### src/inc/swt_pkg.sv
// Constants shared by the switch drive timing generator
package swt_pkg;
    // Clock and base tick rate
    localparam int CLK_HZ = 50_000_000;
    localparam int BASE_TICK_PPS = 800;
    localparam int BASE_TICK_CYCLES = CLK_HZ / BASE_TICK_PPS;
    // Blanking pulse widths in microseconds and in cycles
    localparam int SHORT_BLANK_US = 10;
    localparam int LONG_BLANK_US = 400;
    localparam int CYCLES_PER_US = CLK_HZ / 1_000_000;
    localparam int SHORT_BLANK_CYCLES = SHORT_BLANK_US * CYCLES_PER_US;
    localparam int LONG_BLANK_CYCLES = LONG_BLANK_US * CYCLES_PER_US;
    // Divide-by-ten: five full 400 pps cycles per 40 pps half period
    localparam logic [2:0] DIV_LAST = 3'h4;
    // Channel count and widths
    localparam int NUM_CHAN = 3;
    localparam int PRESCALE_W = 16;
    localparam int BLANK_W = 15;
    localparam int PIN_W = 7 * NUM_CHAN;
    // Register byte offsets
    localparam logic [7:0] CTRL_OFFSET = 8'h00;
    localparam logic [7:0] PRESCALE_OFFSET = 8'h04;
    localparam logic [7:0] COMMAND_OFFSET = 8'h08;
    localparam logic [7:0] STATUS_OFFSET = 8'h0C;
    // Control register fields and reset values
    localparam int CTRL_COMPUTER_BIT = 0;
    localparam logic CTRL_RESET = 1'b0;
    localparam logic [15:0] COMMAND_RESET = 16'h0000;
    // Command register field positions, one bit per channel
    localparam int CMD_MOD_LSB = 0;
    localparam int CMD_SWITCHED_LSB = 4;
    localparam int CMD_LOCK_LSB = 8;
    localparam int CMD_POL_LSB = 12;
    // Status register field positions
    localparam int ST_NOISE_LSB = 0;
    localparam int ST_CIRC_LSB = 4;
    localparam int ST_POL_LSB = 8;
    localparam int ST_SENSE_LSB = 12;
    localparam int ST_SWITCHED_LSB = 16;
    localparam int ST_LOAD_LSB = 20;
    localparam int ST_WAVE400_BIT = 24;
    localparam int ST_WAVE40_BIT = 25;
    // Bus slave states, one-hot
    typedef enum logic [1:0] {
        APB_IDLE = 2'b01,
        APB_ACCESS = 2'b10
    } apb_state_type;
endpackage : swt_pkg

### src/inc/timing_if.sv
// Carrier for the shared timing chain outputs
`timescale 1ns/1ps
interface timing_if;
    logic tick; // One-cycle base tick
    logic wave400; // 400 pps square wave
    logic wave40; // 40 pps square wave
    logic blank_short; // Short blanking pulse
    logic blank_long; // Long blanking pulse
    modport source (output tick, output wave400, output wave40, output blank_short, output blank_long);
    modport sink (input tick, input wave400, input wave40, input blank_short, input blank_long);
endinterface : timing_if

### src/rtl/timing_chain.sv
// Base tick prescaler, divider chain and blanking pulse generators
`timescale 1ns/1ps
module timing_chain import swt_pkg::*; #(
    parameter int LONG_CYCLES = LONG_BLANK_CYCLES
) (
    // Clock and reset
    input wire logic ref_clk,
    input wire logic rst,
    // Tick period minus one
    input wire logic [PRESCALE_W-1:0] prescale,
    // Timing outputs
    timing_if.source tim
);
    logic [PRESCALE_W-1:0] cnt, next_cnt; // Prescaler
    logic tick, next_tick; // Base tick
    logic wave400, next_wave400; // First binary stage
    logic [2:0] div_cnt, next_div_cnt; // Divide-by-five counter, 0 to DIV_LAST
    logic wave40, next_wave40; // Final flip-flop
    logic [BLANK_W-1:0] sb_cnt, next_sb_cnt; // Short blank timer
    logic [BLANK_W-1:0] lb_cnt, next_lb_cnt; // Long blank timer

    // Next state of the whole chain
    always_comb begin
        next_cnt = cnt + 1'b1;
        next_tick = 1'b0;
        next_wave400 = wave400;
        next_div_cnt = div_cnt;
        next_wave40 = wave40;
        next_sb_cnt = (sb_cnt != '0) ? sb_cnt - 1'b1 : sb_cnt;
        next_lb_cnt = (lb_cnt != '0) ? lb_cnt - 1'b1 : lb_cnt;
        if (cnt >= prescale) begin
            next_cnt = '0;
            next_tick = 1'b1;
        end
        if (tick) begin
            next_wave400 = ~wave400;
            next_sb_cnt = BLANK_W'(SHORT_BLANK_CYCLES);
            // Count whole 400 pps cycles, toggling on the tick edge
            if (wave400) begin
                if (div_cnt == DIV_LAST) begin
                    next_div_cnt = '0;
                    next_wave40 = ~wave40;
                    next_lb_cnt = BLANK_W'(LONG_CYCLES);
                end else begin
                    next_div_cnt = div_cnt + 1'b1;
                end
            end
        end
    end

    // Chain registers
    always_ff @(posedge ref_clk) begin
        if (rst) begin
            cnt <= '0;
            tick <= 1'b0;
            wave400 <= 1'b0;
            div_cnt <= '0;
            wave40 <= 1'b0;
            sb_cnt <= '0;
            lb_cnt <= '0;
        end else begin
            cnt <= next_cnt;
            tick <= next_tick;
            wave400 <= next_wave400;
            div_cnt <= next_div_cnt;
            wave40 <= next_wave40;
            sb_cnt <= next_sb_cnt;
            lb_cnt <= next_lb_cnt;
        end
    end

    assign tim.tick = tick;
    assign tim.wave400 = wave400;
    assign tim.wave40 = wave40;
    assign tim.blank_short = (sb_cnt != '0);
    assign tim.blank_long = (lb_cnt != '0);
endmodule : timing_chain

### src/rtl/channel_ctrl.sv
// One channel of mode, modulation, circulator and polarization logic
`timescale 1ns/1ps
module channel_ctrl (
    // Clock and reset
    input wire logic ref_clk,
    input wire logic rst,
    // Shared timing
    timing_if.sink tim,
    // Source selection and computer commands
    input wire logic computer,
    input wire logic comp_mod,
    input wire logic comp_switched,
    input wire logic comp_lock,
    input wire logic comp_pol,
    // Synchronised manual switches and sense return
    input wire logic man_mod,
    input wire logic mode_press,
    input wire logic noise_press,
    input wire logic release_press,
    input wire logic lock_press,
    input wire logic man_pol,
    input wire logic pol_sense,
    // Combinational drives and indicators
    output logic noise_drive,
    output logic circ_drive,
    output logic pol_drive,
    output logic ref_out,
    output logic blank_out,
    output logic load_ind,
    output logic signal_ind,
    output logic switched_ind,
    output logic sense_ind
);
    logic sw_latch, next_sw_latch; // Switched-mode latch
    logic noise_latch, next_noise_latch; // Noise hold latch
    logic lock_latch, next_lock_latch; // Circulator lock latch
    logic switched, mod_en, lock;

    // Latch updates; release and computer control win over a press
    always_comb begin
        next_sw_latch = sw_latch;
        next_noise_latch = noise_latch;
        next_lock_latch = lock_latch;
        if (computer || release_press) begin
            next_sw_latch = 1'b0;
            next_noise_latch = 1'b0;
            next_lock_latch = 1'b0;
        end else begin
            if (mode_press) next_sw_latch = 1'b1;
            if (noise_press) next_noise_latch = 1'b1;
            if (lock_press) next_lock_latch = 1'b1;
        end
    end

    // Latch registers
    always_ff @(posedge ref_clk) begin
        if (rst) begin
            sw_latch <= 1'b0;
            noise_latch <= 1'b0;
            lock_latch <= 1'b0;
        end else begin
            sw_latch <= next_sw_latch;
            noise_latch <= next_noise_latch;
            lock_latch <= next_lock_latch;
        end
    end

    // Only the energised source governs each function
    assign switched = computer ? comp_switched : sw_latch;
    assign mod_en = computer ? comp_mod : man_mod;
    assign lock = computer ? comp_lock : lock_latch;

    // Drive routing
    always_comb begin
        noise_drive = ~switched & (mod_en ? tim.wave400 : noise_latch);
        load_ind = ~switched & ~mod_en & ~noise_latch;
        circ_drive = lock ? 1'b0 : (switched ? tim.wave40 : 1'b1);
        signal_ind = ~lock;
        switched_ind = switched | lock;
        ref_out = switched ? tim.wave40 : tim.wave400;
        blank_out = switched ? tim.blank_long : tim.blank_short;
        pol_drive = computer ? comp_pol : man_pol;
        sense_ind = pol_sense;
    end
endmodule : channel_ctrl

### src/rtl/switch_drive_timing_generator.sv
// Top of the front-end switch drive timing generator with APB registers
// Functional notes
// - Base tick runs at 800 pps
// - Every tick starts a 10 us blank
// - First divide-by-two gives 400 pps reference
// - Divide 400 pps by ten to 40 pps
// - Each 40 pps edge starts 400 us blank
// - Mode picks 400 Hz/short or 40 Hz/long
// - Modulation gate passes 400 Hz to noise
// - Noise press holds noise on until release
// - Release or computer clears switched latch
// - Switched mode drives circulator at 40 Hz
// - Lock holds load until release/computer
// - Polarization select drives right-hand feed
// - Polarization indicator follows returned sense
// - Exactly one control source governs
// - Three identical channels share timing
//
// The APB slave port and the register addresses were decided locally.
`timescale 1ns/1ps
module switch_drive_timing_generator import swt_pkg::*; #(
    parameter logic [PRESCALE_W-1:0] TICK_CYCLES = PRESCALE_W'(BASE_TICK_CYCLES),
    parameter int LONG_CYCLES = LONG_BLANK_CYCLES
) (
    // Clock and reset
    input wire logic ref_clk,
    input wire logic rst,
    // APB slave
    input wire logic psel,
    input wire logic penable,
    input wire logic pwrite,
    input wire logic [7:0] paddr,
    input wire logic [31:0] pwdata,
    output logic [31:0] prdata,
    output logic pready,
    output logic pslverr,
    // Manual front panel switches, one bit per channel
    input wire logic [NUM_CHAN-1:0] noise_mod_gate,
    input wire logic [NUM_CHAN-1:0] mode_select_input,
    input wire logic [NUM_CHAN-1:0] noise_force_input,
    input wire logic [NUM_CHAN-1:0] latch_release_input,
    input wire logic [NUM_CHAN-1:0] circulator_lock_input,
    input wire logic [NUM_CHAN-1:0] polarization_select_input,
    // Sense return from the remote polarization controller
    input wire logic [NUM_CHAN-1:0] polarization_sense,
    // Remote switch drives
    output logic [NUM_CHAN-1:0] noise_switch_drive,
    output logic [NUM_CHAN-1:0] circulator_drive,
    output logic [NUM_CHAN-1:0] polarization_drive,
    // Synchronous detector reference and blanking
    output logic [NUM_CHAN-1:0] sync_reference,
    output logic [NUM_CHAN-1:0] sync_blank,
    // Panel indicators
    output logic [NUM_CHAN-1:0] load_indicator,
    output logic [NUM_CHAN-1:0] signal_indicator,
    output logic [NUM_CHAN-1:0] switched_indicator,
    output logic [NUM_CHAN-1:0] polarization_sense_indicator,
    // Control source buses, both low in reset, then exactly one high
    output logic computer_bus,
    output logic manual_bus
);

    // ------------------------------------------------------------
    // Register state
    // ------------------------------------------------------------

    apb_state_type state, next_state; // Bus slave state
    logic computer, next_computer; // Computer bus selected
    logic [PRESCALE_W-1:0] prescale, next_prescale; // Tick period minus one
    logic [15:0] command, next_command; // Computer commands
    logic [31:0] next_prdata; // Read data next value
    logic next_pready; // Access-phase answer
    logic next_pslverr; // Unmapped address flag
    logic [31:0] status; // Live block state
    logic mapped; // Address hits a register

    // ------------------------------------------------------------
    // Pin synchronisers
    // ------------------------------------------------------------

    logic [PIN_W-1:0] pins_raw; // Packed pin inputs
    logic [PIN_W-1:0] pins_meta; // First stage, read only by second
    logic [PIN_W-1:0] pins_sync; // Second stage, safe to use

    // Pack all panel and sense pins into one vector
    assign pins_raw = {polarization_sense, polarization_select_input, circulator_lock_input,
                       latch_release_input, noise_force_input, mode_select_input, noise_mod_gate};

    // Two-flop synchroniser; switches are slow so no debouncing is done here
    always_ff @(posedge ref_clk) begin
        if (rst) begin
            pins_meta <= '0;
            pins_sync <= '0;
        end else begin
            pins_meta <= pins_raw;
            pins_sync <= pins_meta;
        end
    end

    // ------------------------------------------------------------
    // Shared timing chain
    // ------------------------------------------------------------

    timing_if tim_bus ();

    // One chain feeds every channel so all rates stay in phase
    timing_chain #(
        .LONG_CYCLES(LONG_CYCLES)
    ) u_chain (
        .ref_clk(ref_clk),
        .rst(rst),
        .prescale(prescale),
        .tim(tim_bus.source)
    );

    // ------------------------------------------------------------
    // Per-channel control
    // ------------------------------------------------------------

    logic [NUM_CHAN-1:0] ch_noise; // Noise switch drive
    logic [NUM_CHAN-1:0] ch_circ; // Circulator drive
    logic [NUM_CHAN-1:0] ch_pol; // Polarization drive
    logic [NUM_CHAN-1:0] ch_ref; // Detector reference
    logic [NUM_CHAN-1:0] ch_blank; // Detector blanking
    logic [NUM_CHAN-1:0] ch_load; // Load indicator
    logic [NUM_CHAN-1:0] ch_signal; // Signal indicator
    logic [NUM_CHAN-1:0] ch_switched; // Circulator load lamp
    logic [NUM_CHAN-1:0] ch_sense; // Polarization sense lamp

    // Identical independent channels
    for (genvar ch = 0; ch < NUM_CHAN; ch++) begin : g_chan
        channel_ctrl u_ch (
            .ref_clk(ref_clk),
            .rst(rst),
            .tim(tim_bus.sink),
            .computer(computer),
            .comp_mod(command[CMD_MOD_LSB + ch]),
            .comp_switched(command[CMD_SWITCHED_LSB + ch]),
            .comp_lock(command[CMD_LOCK_LSB + ch]),
            .comp_pol(command[CMD_POL_LSB + ch]),
            .man_mod(pins_sync[ch]),
            .mode_press(pins_sync[NUM_CHAN + ch]),
            .noise_press(pins_sync[2 * NUM_CHAN + ch]),
            .release_press(pins_sync[3 * NUM_CHAN + ch]),
            .lock_press(pins_sync[4 * NUM_CHAN + ch]),
            .man_pol(pins_sync[5 * NUM_CHAN + ch]),
            .pol_sense(pins_sync[6 * NUM_CHAN + ch]),
            .noise_drive(ch_noise[ch]),
            .circ_drive(ch_circ[ch]),
            .pol_drive(ch_pol[ch]),
            .ref_out(ch_ref[ch]),
            .blank_out(ch_blank[ch]),
            .load_ind(ch_load[ch]),
            .signal_ind(ch_signal[ch]),
            .switched_ind(ch_switched[ch]),
            .sense_ind(ch_sense[ch])
        );
    end

    // Register every drive so outputs come straight from flops
    always_ff @(posedge ref_clk) begin
        if (rst) begin
            noise_switch_drive <= '0;
            circulator_drive <= '0;
            polarization_drive <= '0;
            sync_reference <= '0;
            sync_blank <= '0;
            load_indicator <= '0;
            signal_indicator <= '0;
            switched_indicator <= '0;
            polarization_sense_indicator <= '0;
            computer_bus <= 1'b0;
            manual_bus <= 1'b0;
        end else begin
            noise_switch_drive <= ch_noise;
            circulator_drive <= ch_circ;
            polarization_drive <= ch_pol;
            sync_reference <= ch_ref;
            sync_blank <= ch_blank;
            load_indicator <= ch_load;
            signal_indicator <= ch_signal;
            switched_indicator <= ch_switched;
            polarization_sense_indicator <= ch_sense;
            computer_bus <= computer;
            manual_bus <= ~computer;
        end
    end

    // ------------------------------------------------------------
    // Status word
    // ------------------------------------------------------------

    // Live drive state as seen on the output flops
    always_comb begin
        status = '0;
        status[ST_NOISE_LSB +: NUM_CHAN] = noise_switch_drive;
        status[ST_CIRC_LSB +: NUM_CHAN] = circulator_drive;
        status[ST_POL_LSB +: NUM_CHAN] = polarization_drive;
        status[ST_SENSE_LSB +: NUM_CHAN] = polarization_sense_indicator;
        status[ST_SWITCHED_LSB +: NUM_CHAN] = switched_indicator;
        status[ST_LOAD_LSB +: NUM_CHAN] = load_indicator;
        status[ST_WAVE400_BIT] = tim_bus.wave400;
        status[ST_WAVE40_BIT] = tim_bus.wave40;
    end

    // ------------------------------------------------------------
    // APB slave
    // ------------------------------------------------------------

    // Decode of the four word registers
    assign mapped = (paddr == CTRL_OFFSET) || (paddr == PRESCALE_OFFSET) ||
                    (paddr == COMMAND_OFFSET) || (paddr == STATUS_OFFSET);

    // Bus next state: no wait states, answer in the cycle after setup
    always_comb begin
        next_state = state;
        next_computer = computer;
        next_prescale = prescale;
        next_command = command;
        next_prdata = prdata;
        next_pready = 1'b0;
        next_pslverr = 1'b0;
        case (state)
            APB_IDLE: begin
                // Setup phase seen: prepare the answer
                if (psel && !penable) begin
                    next_state = APB_ACCESS;
                    next_pready = 1'b1;
                    next_pslverr = ~mapped;
                    next_prdata = '0;
                    if (!pwrite) begin
                        case (paddr)
                            CTRL_OFFSET: next_prdata[CTRL_COMPUTER_BIT] = computer;
                            PRESCALE_OFFSET: next_prdata[PRESCALE_W-1:0] = prescale;
                            COMMAND_OFFSET: next_prdata[15:0] = command;
                            STATUS_OFFSET: next_prdata = status;
                            default: next_prdata = '0;
                        endcase
                    end
                end
            end
            APB_ACCESS: begin
                // Completion edge: writes land here and nowhere else
                next_state = APB_IDLE;
                if (psel && penable && pwrite) begin
                    case (paddr)
                        CTRL_OFFSET: next_computer = pwdata[CTRL_COMPUTER_BIT];
                        PRESCALE_OFFSET: next_prescale = pwdata[PRESCALE_W-1:0];
                        COMMAND_OFFSET: next_command = pwdata[15:0];
                        default: next_command = command;
                    endcase
                end
            end
            default: begin
                // Recover from an illegal code
                next_state = APB_IDLE;
            end
        endcase
    end

    // Bus and register flops
    always_ff @(posedge ref_clk) begin
        if (rst) begin
            state <= APB_IDLE;
            computer <= CTRL_RESET;
            prescale <= TICK_CYCLES - 1'b1;
            command <= COMMAND_RESET;
            prdata <= '0;
            pready <= 1'b0;
            pslverr <= 1'b0;
        end else begin
            state <= next_state;
            computer <= next_computer;
            prescale <= next_prescale;
            command <= next_command;
            prdata <= next_prdata;
            pready <= next_pready;
            pslverr <= next_pslverr;
        end
    end

endmodule : switch_drive_timing_generator

### config.mk
export PLATFORM = sky130hd
export DESIGN_NAME = switch_drive_timing_generator
export DESIGN_NICKNAME = d
export VERILOG_FILES = /design/src/inc/swt_pkg.sv /design/src/inc/timing_if.sv /design/src/rtl/timing_chain.sv /design/src/rtl/channel_ctrl.sv /design/src/rtl/switch_drive_timing_generator.sv
export SDC_FILE = /design/constraint.sdc
export NUM_CORES = 1
export LEC_CHECK = 0
export ABC_AREA = 1
export BUFFER_PORTS_ARGS = -buffer_cell sky130_fd_sc_hd__buf_4
export CAP_MARGIN = 20
export CORE_ASPECT_RATIO = 0.9
export CORE_UTILIZATION = 61
export CTS_BUF_LIST = sky130_fd_sc_hd__clkbuf_8
export DETAILED_ROUTE_END_ITERATION = 12
export PLACE_DENSITY_LB_ADDON = 0.2
export SLEW_MARGIN = 20
export SYNTH_ARGS = -nofsm -noshare
export SYNTH_HDL_FRONTEND = slang
export SYNTH_HIERARCHICAL = 1
export SYNTH_SLANG_ARGS = --single-unit
### constraint.sdc
create_clock -name ref_clk -period 4.15 [get_ports ref_clk]
set_input_delay 0.2075 -clock ref_clk [delete_from_list [all_inputs] [get_ports ref_clk]]
set_output_delay 0.2075 -clock ref_clk [all_outputs]
set_load 0.03 [all_outputs]
; ---- Yosys cells after proc, flatten, opt, wreduce, memory -nomap -nowiden
; Cells that the tools add are included.
[classes]
add_sub_neg = 4
magnitude_cmp = 1
n_eq_ne = 6
mux = 37
bitwise_logic = 30
reduce_logical = 30
[ops]
columns = cell, n
row1 = $mux 15, 4
row2 = $pmux 15 s3, 1
row3 = $reduce_bool 15->1, 2
row4 = $sub 15x1->15 const B, 2
row5 = $mux 1, 26
row6 = $mux 26, 1
row7 = $mux 9, 2
row8 = $not 1->1, 18
row9 = $reduce_or 2->1, 9
row10 = $add 16x1->16 const B, 1
row11 = $eq 8x4->1 const B, 2
row12 = $ge 16x16->1, 1
row13 = $reduce_and 3->1, 4
row14 = $mux 10, 1
row15 = $and 1x1->1, 9
row16 = $eq 8x3->1 const B, 1
row17 = $logic_not 8->1, 1
row18 = $logic_or 1x1->1, 6
row19 = $pmux 1 s4, 1
row20 = $reduce_and 2->1, 2
row21 = $add 3x1->3 const B, 1
row22 = $eq 3x3->1 const B, 1
row23 = $logic_and 1x1->1, 3
row24 = $mux 3, 1
row25 = 6 further kinds, 8
[totals]
register_bits = 201
input_bits = 66
out_inout_bits = 63
word_cells = 147

; ---- Longest topological paths before layout
; Gate-level depths: netlist of run 1.
[logic_depth]
ltp_word = 5
mapped_depth = 13
depth_no_buf = 12

; ---- Cells and area by module
; Netlist of run 1, hierarchy kept.
[modules_own_cells]
columns = module, n_inst, cells_each, area_each_um2, seq_area_each_um2
row1 = switch_drive_timing_generator, 1, 586, 4628.2, 2642.5
row2 = timing_chain, 1, 455, 3067.9, 1041.0
row3 = channel_ctrl, 3, 45, 244.0, 60.1

; ---- Least setup slack after synthesis of run 1
; OpenSTA, ideal clock, no wires.
[synth_timing]
path_type = reg2reg
from = reg prescale[7]
to = reg u_chain.cnt[9]
setup_ns = 0.117
t_arrival_ns = 1.371
required_ns = 4.033
path_slack_ns = 2.662
path_stages_with_launch = 13
n_path_buf = 1
period_less_slack_ns = 1.488
cell_sequence = dfxtp_1 > inv_1 > ha_1 > nand2_1 > inv_1 > nand2_1 > nor2_1 > nor2_1 > nand2_1 > nand2_1 > nand3_2 > buf_2 > nor2_1
[synth_via]
elab_chain_len = 2
[synth_rtl]
columns = element, line
row1 = "start, declared", switch_drive_timing_generator.sv:69  ; logic [PRESCALE_W-1:0] prescale, next_prescale;
row2 = "start signal, assigned", switch_drive_timing_generator.sv:266  ; prescale <= TICK_CYCLES - 1'b1;
row3 = "start signal, assigned", switch_drive_timing_generator.sv:274  ; prescale <= next_prescale;
row4 = $ge 16x16->1, timing_chain.sv:31  ; if (cnt >= prescale) begin
row5 = $reduce_or 2->1 (no line), -
row6 = "end signal, assigned", timing_chain.sv:62  ; cnt <= next_cnt;
row7 = "end, declared", timing_chain.sv:14  ; logic [PRESCALE_W-1:0] cnt, next_cnt;
; No other way between the ends.
; A chain may end at the register's enable or synchronous reset.

; ---- Final worst setup path of run 1
[layout_timing]
from = reg prescale[1]
to = reg u_chain.cnt[6]
; The elaborated chain is that of the path after synthesis.

==> results.toml, run 1 <==
[status]
outcome = "completed"

[logic_synthesis]
yosysMostFrequentCell = "nor2_1"
ys_seq_area_share_pct = 45.84
synthTopCellsByCount = "nor2_1 (232), nand2_1 (219), dfxtp_1 (193)"
syn_inst = 1176
synth_warnings = 6
synth_edf_count = 0
ys_seq_elements = 193
synth_top_cell_by_area = "dfxtp_1"
syn-cell-area_sq_um = 8428
async_flop_share_pct = 0
synth_area_per_cell_sq_um = 7.167
netlist_top_cells_area = "dfxtp_1 (46%), nor2_1 (10%), nand2_1 (9.8%), inv_1 (7.9%), nand3_1 (5.2%)"
yosysUniqueCellTypes = 40
ys.flop_type = "dfxtp_1"
synth.top_cell.area_share_pct = 45.84

[worst_setup_path]
setup.worst_path.end_class = "flip-flop"
crit_path_frequent_cell = "nand2_1"
max_stage_delay_ps = 430
critPathLaunch = "prescale[1]"
cp.required_ps = 4570
crit_path_top_delay_cell = "dfxtp_1"
startpoint_type = "flip-flop"
r2r_start = "prescale[1]"
crit_type = "flip-flop to flip-flop"
cp_cell_sequence = "inv_1 -> ha_1 -> nand2_1 -> nand2_1 -> nand2_1 -> nand2_1 -> nand2_1 -> nand2_1 -> nand2_1 -> nand3_2 -> nor2_1"
crit_path_max_fanout = 16
worstPathArrival_ps = 2230

[sta]
min_period_ps = 1819
grt_setup_unrepaired = "false"
min_period_over_period_pct = 43.82
max_freq_mhz = 549.9
tightest_slew_ps = 910.7
fin_skew_ps = 15.96
tns_ps = 0
relSlewSlack_pct = 39.06
setup_ws_ps = 2331
hold_viol_final = 0
slew_viol_final = 0
finalSetupViolations = 0

[floorplan]
fp.dieW_um = 125.9
die_h_um = 113.5
fp-row-count = 40
core_area_sq_um = 13410
boundaryPins = 129
initial_core_util_pct = 62.84
die-area_sq_um = 14290

[clocking]
clock-root-buffer = "clkbuf_8"
post_cts_buffers = 0
clk_latency_ps = 490
cts_tree = "done"
cts_sinks = 193
cts.repair.resized = 0
ctsLongestPathBuffers = 2
numCtsBuffers = 17
htree_levels = 4
holdBufCountCts = 37
clkSlewWorstSetupHoldPaths_ps = 100

[worst_hold_path]
hold_path.class = "input port to flip-flop"
holdCritStartpoint = "paddr[2]"

[placed_design]
dp.cells = 1411
numPortBuffers = 104
place_congestion = 0.8659
place_area_sq_um = 9180
post-place-ws_ps = 2177
dpl.hpwl_mm = 13.13

[route]
wl_per_cell_um = 13.05
vias_per_cell = 5.053
first_pass_iters = 5
vias = 7478
drtAntennaViolNets = 0
routed_wl_mm = 19.32
drtIter0Drc = 562
drc_errors = 0

[power_and_ir_drop]
irDropWorstVdd_uv = 305.6
power_density_nw_per_um2 = 457.5
p_leak_nw = 4.706

[job]
drv_cap = 0

[grt]
grt_overflow = 0
grt_max_degree = 62
grt_pass1_vias = 6882
antenna_found_initial = 0
grt_usage_pct = 28.26
grt_pass1_wl_mm = 32.01

[layout]
design_area_sq_um = 9932
nNetsFinal = 1388
drive_gt1_share_pct = 13.64
antenna_cells = 0
fin_cells = 1480
syn_to_final_growth_pct = 17.84
## worst max-delay path, delay by kind of cell (launching register included)
family / cells / cell delay (ps)
AND/OR/NAND/NOR: 9 / 910
buffers and inverters: 1 / 80
adder cells (fa/ha/maj): 1 / 320
flip-flops: 1 / 430
## state kept, by name, summed over array words and instances, names as in the netlist, 15 cells and up
signal / flops
prdata: 24
pins_meta: 21
pins_sync: 21
command: 16
prescale: 16
u_chain/cnt: 16
u_chain/lb_cnt: 15
u_chain/sb_cnt: 15
## cell usage in the layout, fill, tap and decap left out, types with 4 or more instances in the layout
| master | n |
|---|---|
| xor2_1 | 14 |
| inv_1 | 178 |
| buf_4 | 106 |
| inv_8 | 6 |
| nor3_1 | 5 |
| o21ai_0 | 37 |
| nand2_1 | 219 |
| clkbuf_8 | 18 |
| dlygate4sd3_1 | 37 |
| ha_1 | 23 |
| conb_1 | 8 |
| nand2_2 | 9 |
| or2_2 | 4 |
| a21oi_1 | 66 |
| nand4_1 | 9 |
| nor2_1 | 232 |
| nor2_2 | 10 |
| inv_6 | 4 |
| o21ai_1 | 9 |
| nand3_1 | 87 |
| xnor2_1 | 7 |
| dfxtp_1 | 193 |
## routing by layer
metal	wire (um)	up-vias	track usage [%]
li1	-	3834	-
met1	8697	3349	36.07
met2	9060	257	47.77
met3	1072	38	3.893
met4	489	0	13.01
met5	0	-	0
## area by class of cell
class / count / area [sq um]
timing repair buffer: 143 / 1166
clock inverter: 14 / 133.9
tap: 168 / 210.2
multi-input combinational: 758 / 3603
sequential: 193 / 3864
inverter: 186 / 706.9
fill: 1079 / 3481
clock buffer: 18 / 247.7
## cell families after synthesis
kind of cell               count (synthesis)  share of synthesized area (%)
buffers and inverters                    232                          11.71
xor gates and xnor gates                  21                          2.182
DFF                                      193                          45.84
AOI/OAI and AO/OA                        118                          7.171
and+or+nand+nor                          588                          29.63
adders and majority gates                 23                          3.415
other                                      1                        0.04449
## where the power goes
group	leakage [nW]	internal [W]	total, W	switching, W
clock network	0.200	0.000463	0.00120	0.000732
registers	1.58	0.00200	0.00213	0.000121
logic	2.93	0.000465	0.00122	0.000759
total	4.71	0.00293	0.00454	0.00161
## per-stage QoR
stage	power [W]	hold WS, ps	util [%]
floorplan	0.003061	314.5	-
global placement	0.003302	388.1	68.44
detailed placement	0.003330	391.6	68.44
CTS	0.004536	110.0	74.05
global route	0.004831	153.5	74.05
finish	0.004544	137.3	74.05
## final timing paths
path / end / slack (ps) / cells after the start
min reg2reg: pins_sync[14] / 410 / 2
min: pslverr / 140 / 4
max reg2reg: u_chain/cnt[6] / 2330 / 11
max: u_chain/cnt[6] / 2330 / 11
No activity file was read; power rests on OpenSTA's default activity.
==> run 2, diff against run 1 <==
Settings changed: CORE_UTILIZATION 61 to 53.
Clock period 4.15 ns to 1.5 ns, I/O delays scaled along.
==> run 2 against run 1 <==
Compared with the run above:
- the flow now finishes with violations (negative setup slack)
- sequential share of layout area fell by 3.9 points
- total power rose to 2.9 times the previous value
- worst hold slack got worse by 100 ps
- combinational power rose to 3.3 times the previous value
- clock-buffer cell count fell by 1
- design area rose by 12%
- critical path type unchanged
- highest routed layer unchanged
==> results.toml, run 2 (synthesis results as in run 1) <==
[worst_setup_path]
crit_buf_inv = 3
startpoint_type = "flip-flop"
crit_path_top_delay_cell = "dfxtp_2"
worstPathArrival_ps = 2000
setup.worst_path.end_class = "flip-flop"
crit_end = "u_chain/cnt[15]"
rrSetupSlack_ps = -80
crit_type = "flip-flop to flip-flop"
cp_cell_sequence = "inv_2 -> ha_4 -> nand2_2 -> inv_2 -> nand2_2 -> nor2_2 -> nor2_1 -> nand2_1 -> nand2_2 -> nand3_4 -> buf_12 -> nor2_1"
path_depth = 12
cp.required_ps = 1920
r2r_start = "prescale[7]"
critPathLaunch = "prescale[7]"
max_stage_delay_ps = 350
reg2reg_depth = 12
crit_path_frequent_cell = "nand2_2"
r2r_end = "u_chain/cnt[15]"
cp_top_family = "simple AND/OR/NAND/NOR gates"
crit_path_max_fanout = 8

[floorplan]
core_area_sq_um = 15490
boundaryPins = 129
fp.dieW_um = 134.9
fp-row-count = 43
initial_core_util_pct = 54.39
die-area_sq_um = 16410
die_h_um = 121.6

[clocking]
cts_sinks = 193
clock-root-buffer = "clkbuf_8"
cts_tree = "done"
clkSlewWorstSetupHoldPaths_ps = 110
ctsLongestPathBuffers = 2
clk_latency_ps = 490
htree_levels = 4
numCtsBuffers = 17

[sta]
setup_ws_ps = -81.48
min_period_ps = 1581
finalSetupViolations = 16
min_period_over_period_pct = 105.4
slew_viol_final = 0
tns_ps = -1057
hold_viol_final = 0
fin_skew_ps = 13.73
max_freq_mhz = 632.3
grt_setup_unrepaired = "true"
fin_hold_ws_ps = 33.16

[power_and_ir_drop]
power_frac_seq_pct = 43.9
intPower_w = 0.008494
power_w = 0.01340
pwr-share-comb_pct = 30.4
p_switching_w = 0.004909
irDropWorstVdd_uv = 1105
p_leak_nw = 5.167
power_density_nw_per_um2 = 1206
pwr-share-clk_pct = 25.8
p_sw_share_pct = 36.63

[placed_design]
numPortBuffers = 104
dpl.hpwl_mm = 14.17
post-place-ws_ps = -36.52
place_congestion = 0.8399

[route]
vias = 7795
vias_per_cell = 4.875
drtAntennaViolNets = 0
first_pass_iters = 5
routed_wl_mm = 20.90
wl_per_cell_um = 13.07
drc_errors = 0
drtIter0Drc = 481

[layout]
top_regs = "prdata (24), pins_meta (21), pins_sync (21)"
antenna_cells = 0
drive_gt1_share_pct = 23.98
final_core_util_pct = 71.71
regMostFlops = "prdata"
nNetsFinal = 1473
final_common_cell = "nand2_1"
syn_to_final_growth_pct = 31.84
largest_reg_flops = 24
final_cell_mix = "nand2_1 (215), nor2_1 (207), dfxtp_1 (173), buf_4 (173), inv_1 (167)"

[worst_hold_path]
min_path_cells = 6
hold_path.class = "input port to flip-flop"

[grt]
grt_pass1_wl_mm = 33.27
antenna_found_initial = 0
grt_usage_pct = 25.86
grt_max_degree = 46
grt_overflow = 0
grt_pass1_vias = 7046

[status]
failed_checks = "negative setup slack"
outcome = "complete, but fails checks"

[job]
drv_cap = 0
run 2: cell types whose count changed in the layout (fill, tap and decap cells not counted), sizes merged:
cell and change:
clkbuf -1, buf +77, clkinvlp +2, inv -1
nand2 +1, dlygate4sd3 +7
run 2: area by class of cell:
| class | instances | area, sq um |
|---|---|---|
| fillers | 1251 | 4383 |
| flip-flops and latches | 193 | 3891 |
| inverters | 186 | 714.4 |
| clock buffers | 17 | 234.0 |
| clock inverters | 15 | 183.9 |
| repair buffers | 227 | 1938 |
| well taps | 202 | 252.7 |
| multi-input cells | 759 | 3897 |
run 2: worst min-delay path: cells and delay by family:
family,cells,cell delay (ps)
simple gates,4,240
buf+inv,1,90
compound gates,1,70
run 2: how the worst min path moves through the flow:
stage                           startpoint            end  slack, ps
global placement    latch_release_input[1]  pins_meta[10]        280
finish                            paddr[0]       computer         30
global route                      paddr[0]       computer         40
floorplan                noise_mod_gate[0]   pins_meta[0]        180
CTS                               paddr[0]       computer          4
detailed placement  latch_release_input[2]  pins_meta[11]        280
run 2: through the flow:
stage | cells | cell area, sq um
floorplan | 1183 | 8454
global placement | 1504 | 9753
detailed placement | 1504 | 9753
CTS | 1593 | 10910
global route | 1599 | 11110
finish | 1599 | 11110
run 2: metal layers:
layer	share of wire, %	GRT usage, %	wire length, um
met1	46	34.14	9606
met2	46	41.95	9701
met3	5.1	4.744	1064
met4	2.5	10.11	525
met5	0	0	0
run 2: power by group through the flow:
stage	Clock [W]	Sequential (W)	Combinational (W)
after floorplan	0	0.00603	0.00244
after global placement	0	0.00596	0.00353
after detailed placement	0	0.00596	0.00359
after CTS	0.00349	0.00586	0.00373
after global routing	0.00375	0.00594	0.00452
final	0.00345	0.00588	0.00407
run 2: repair_timing:
action / CTS / global route
endpoints found under the setup margin: 16 / 72
hold buffers: 44 / 0
pin swaps: 15 / 15
resized for setup: 46 / 53
buffers inserted: 12 / 5
endpoints found under the hold margin: 68 / 0
cloned: 1 / 1
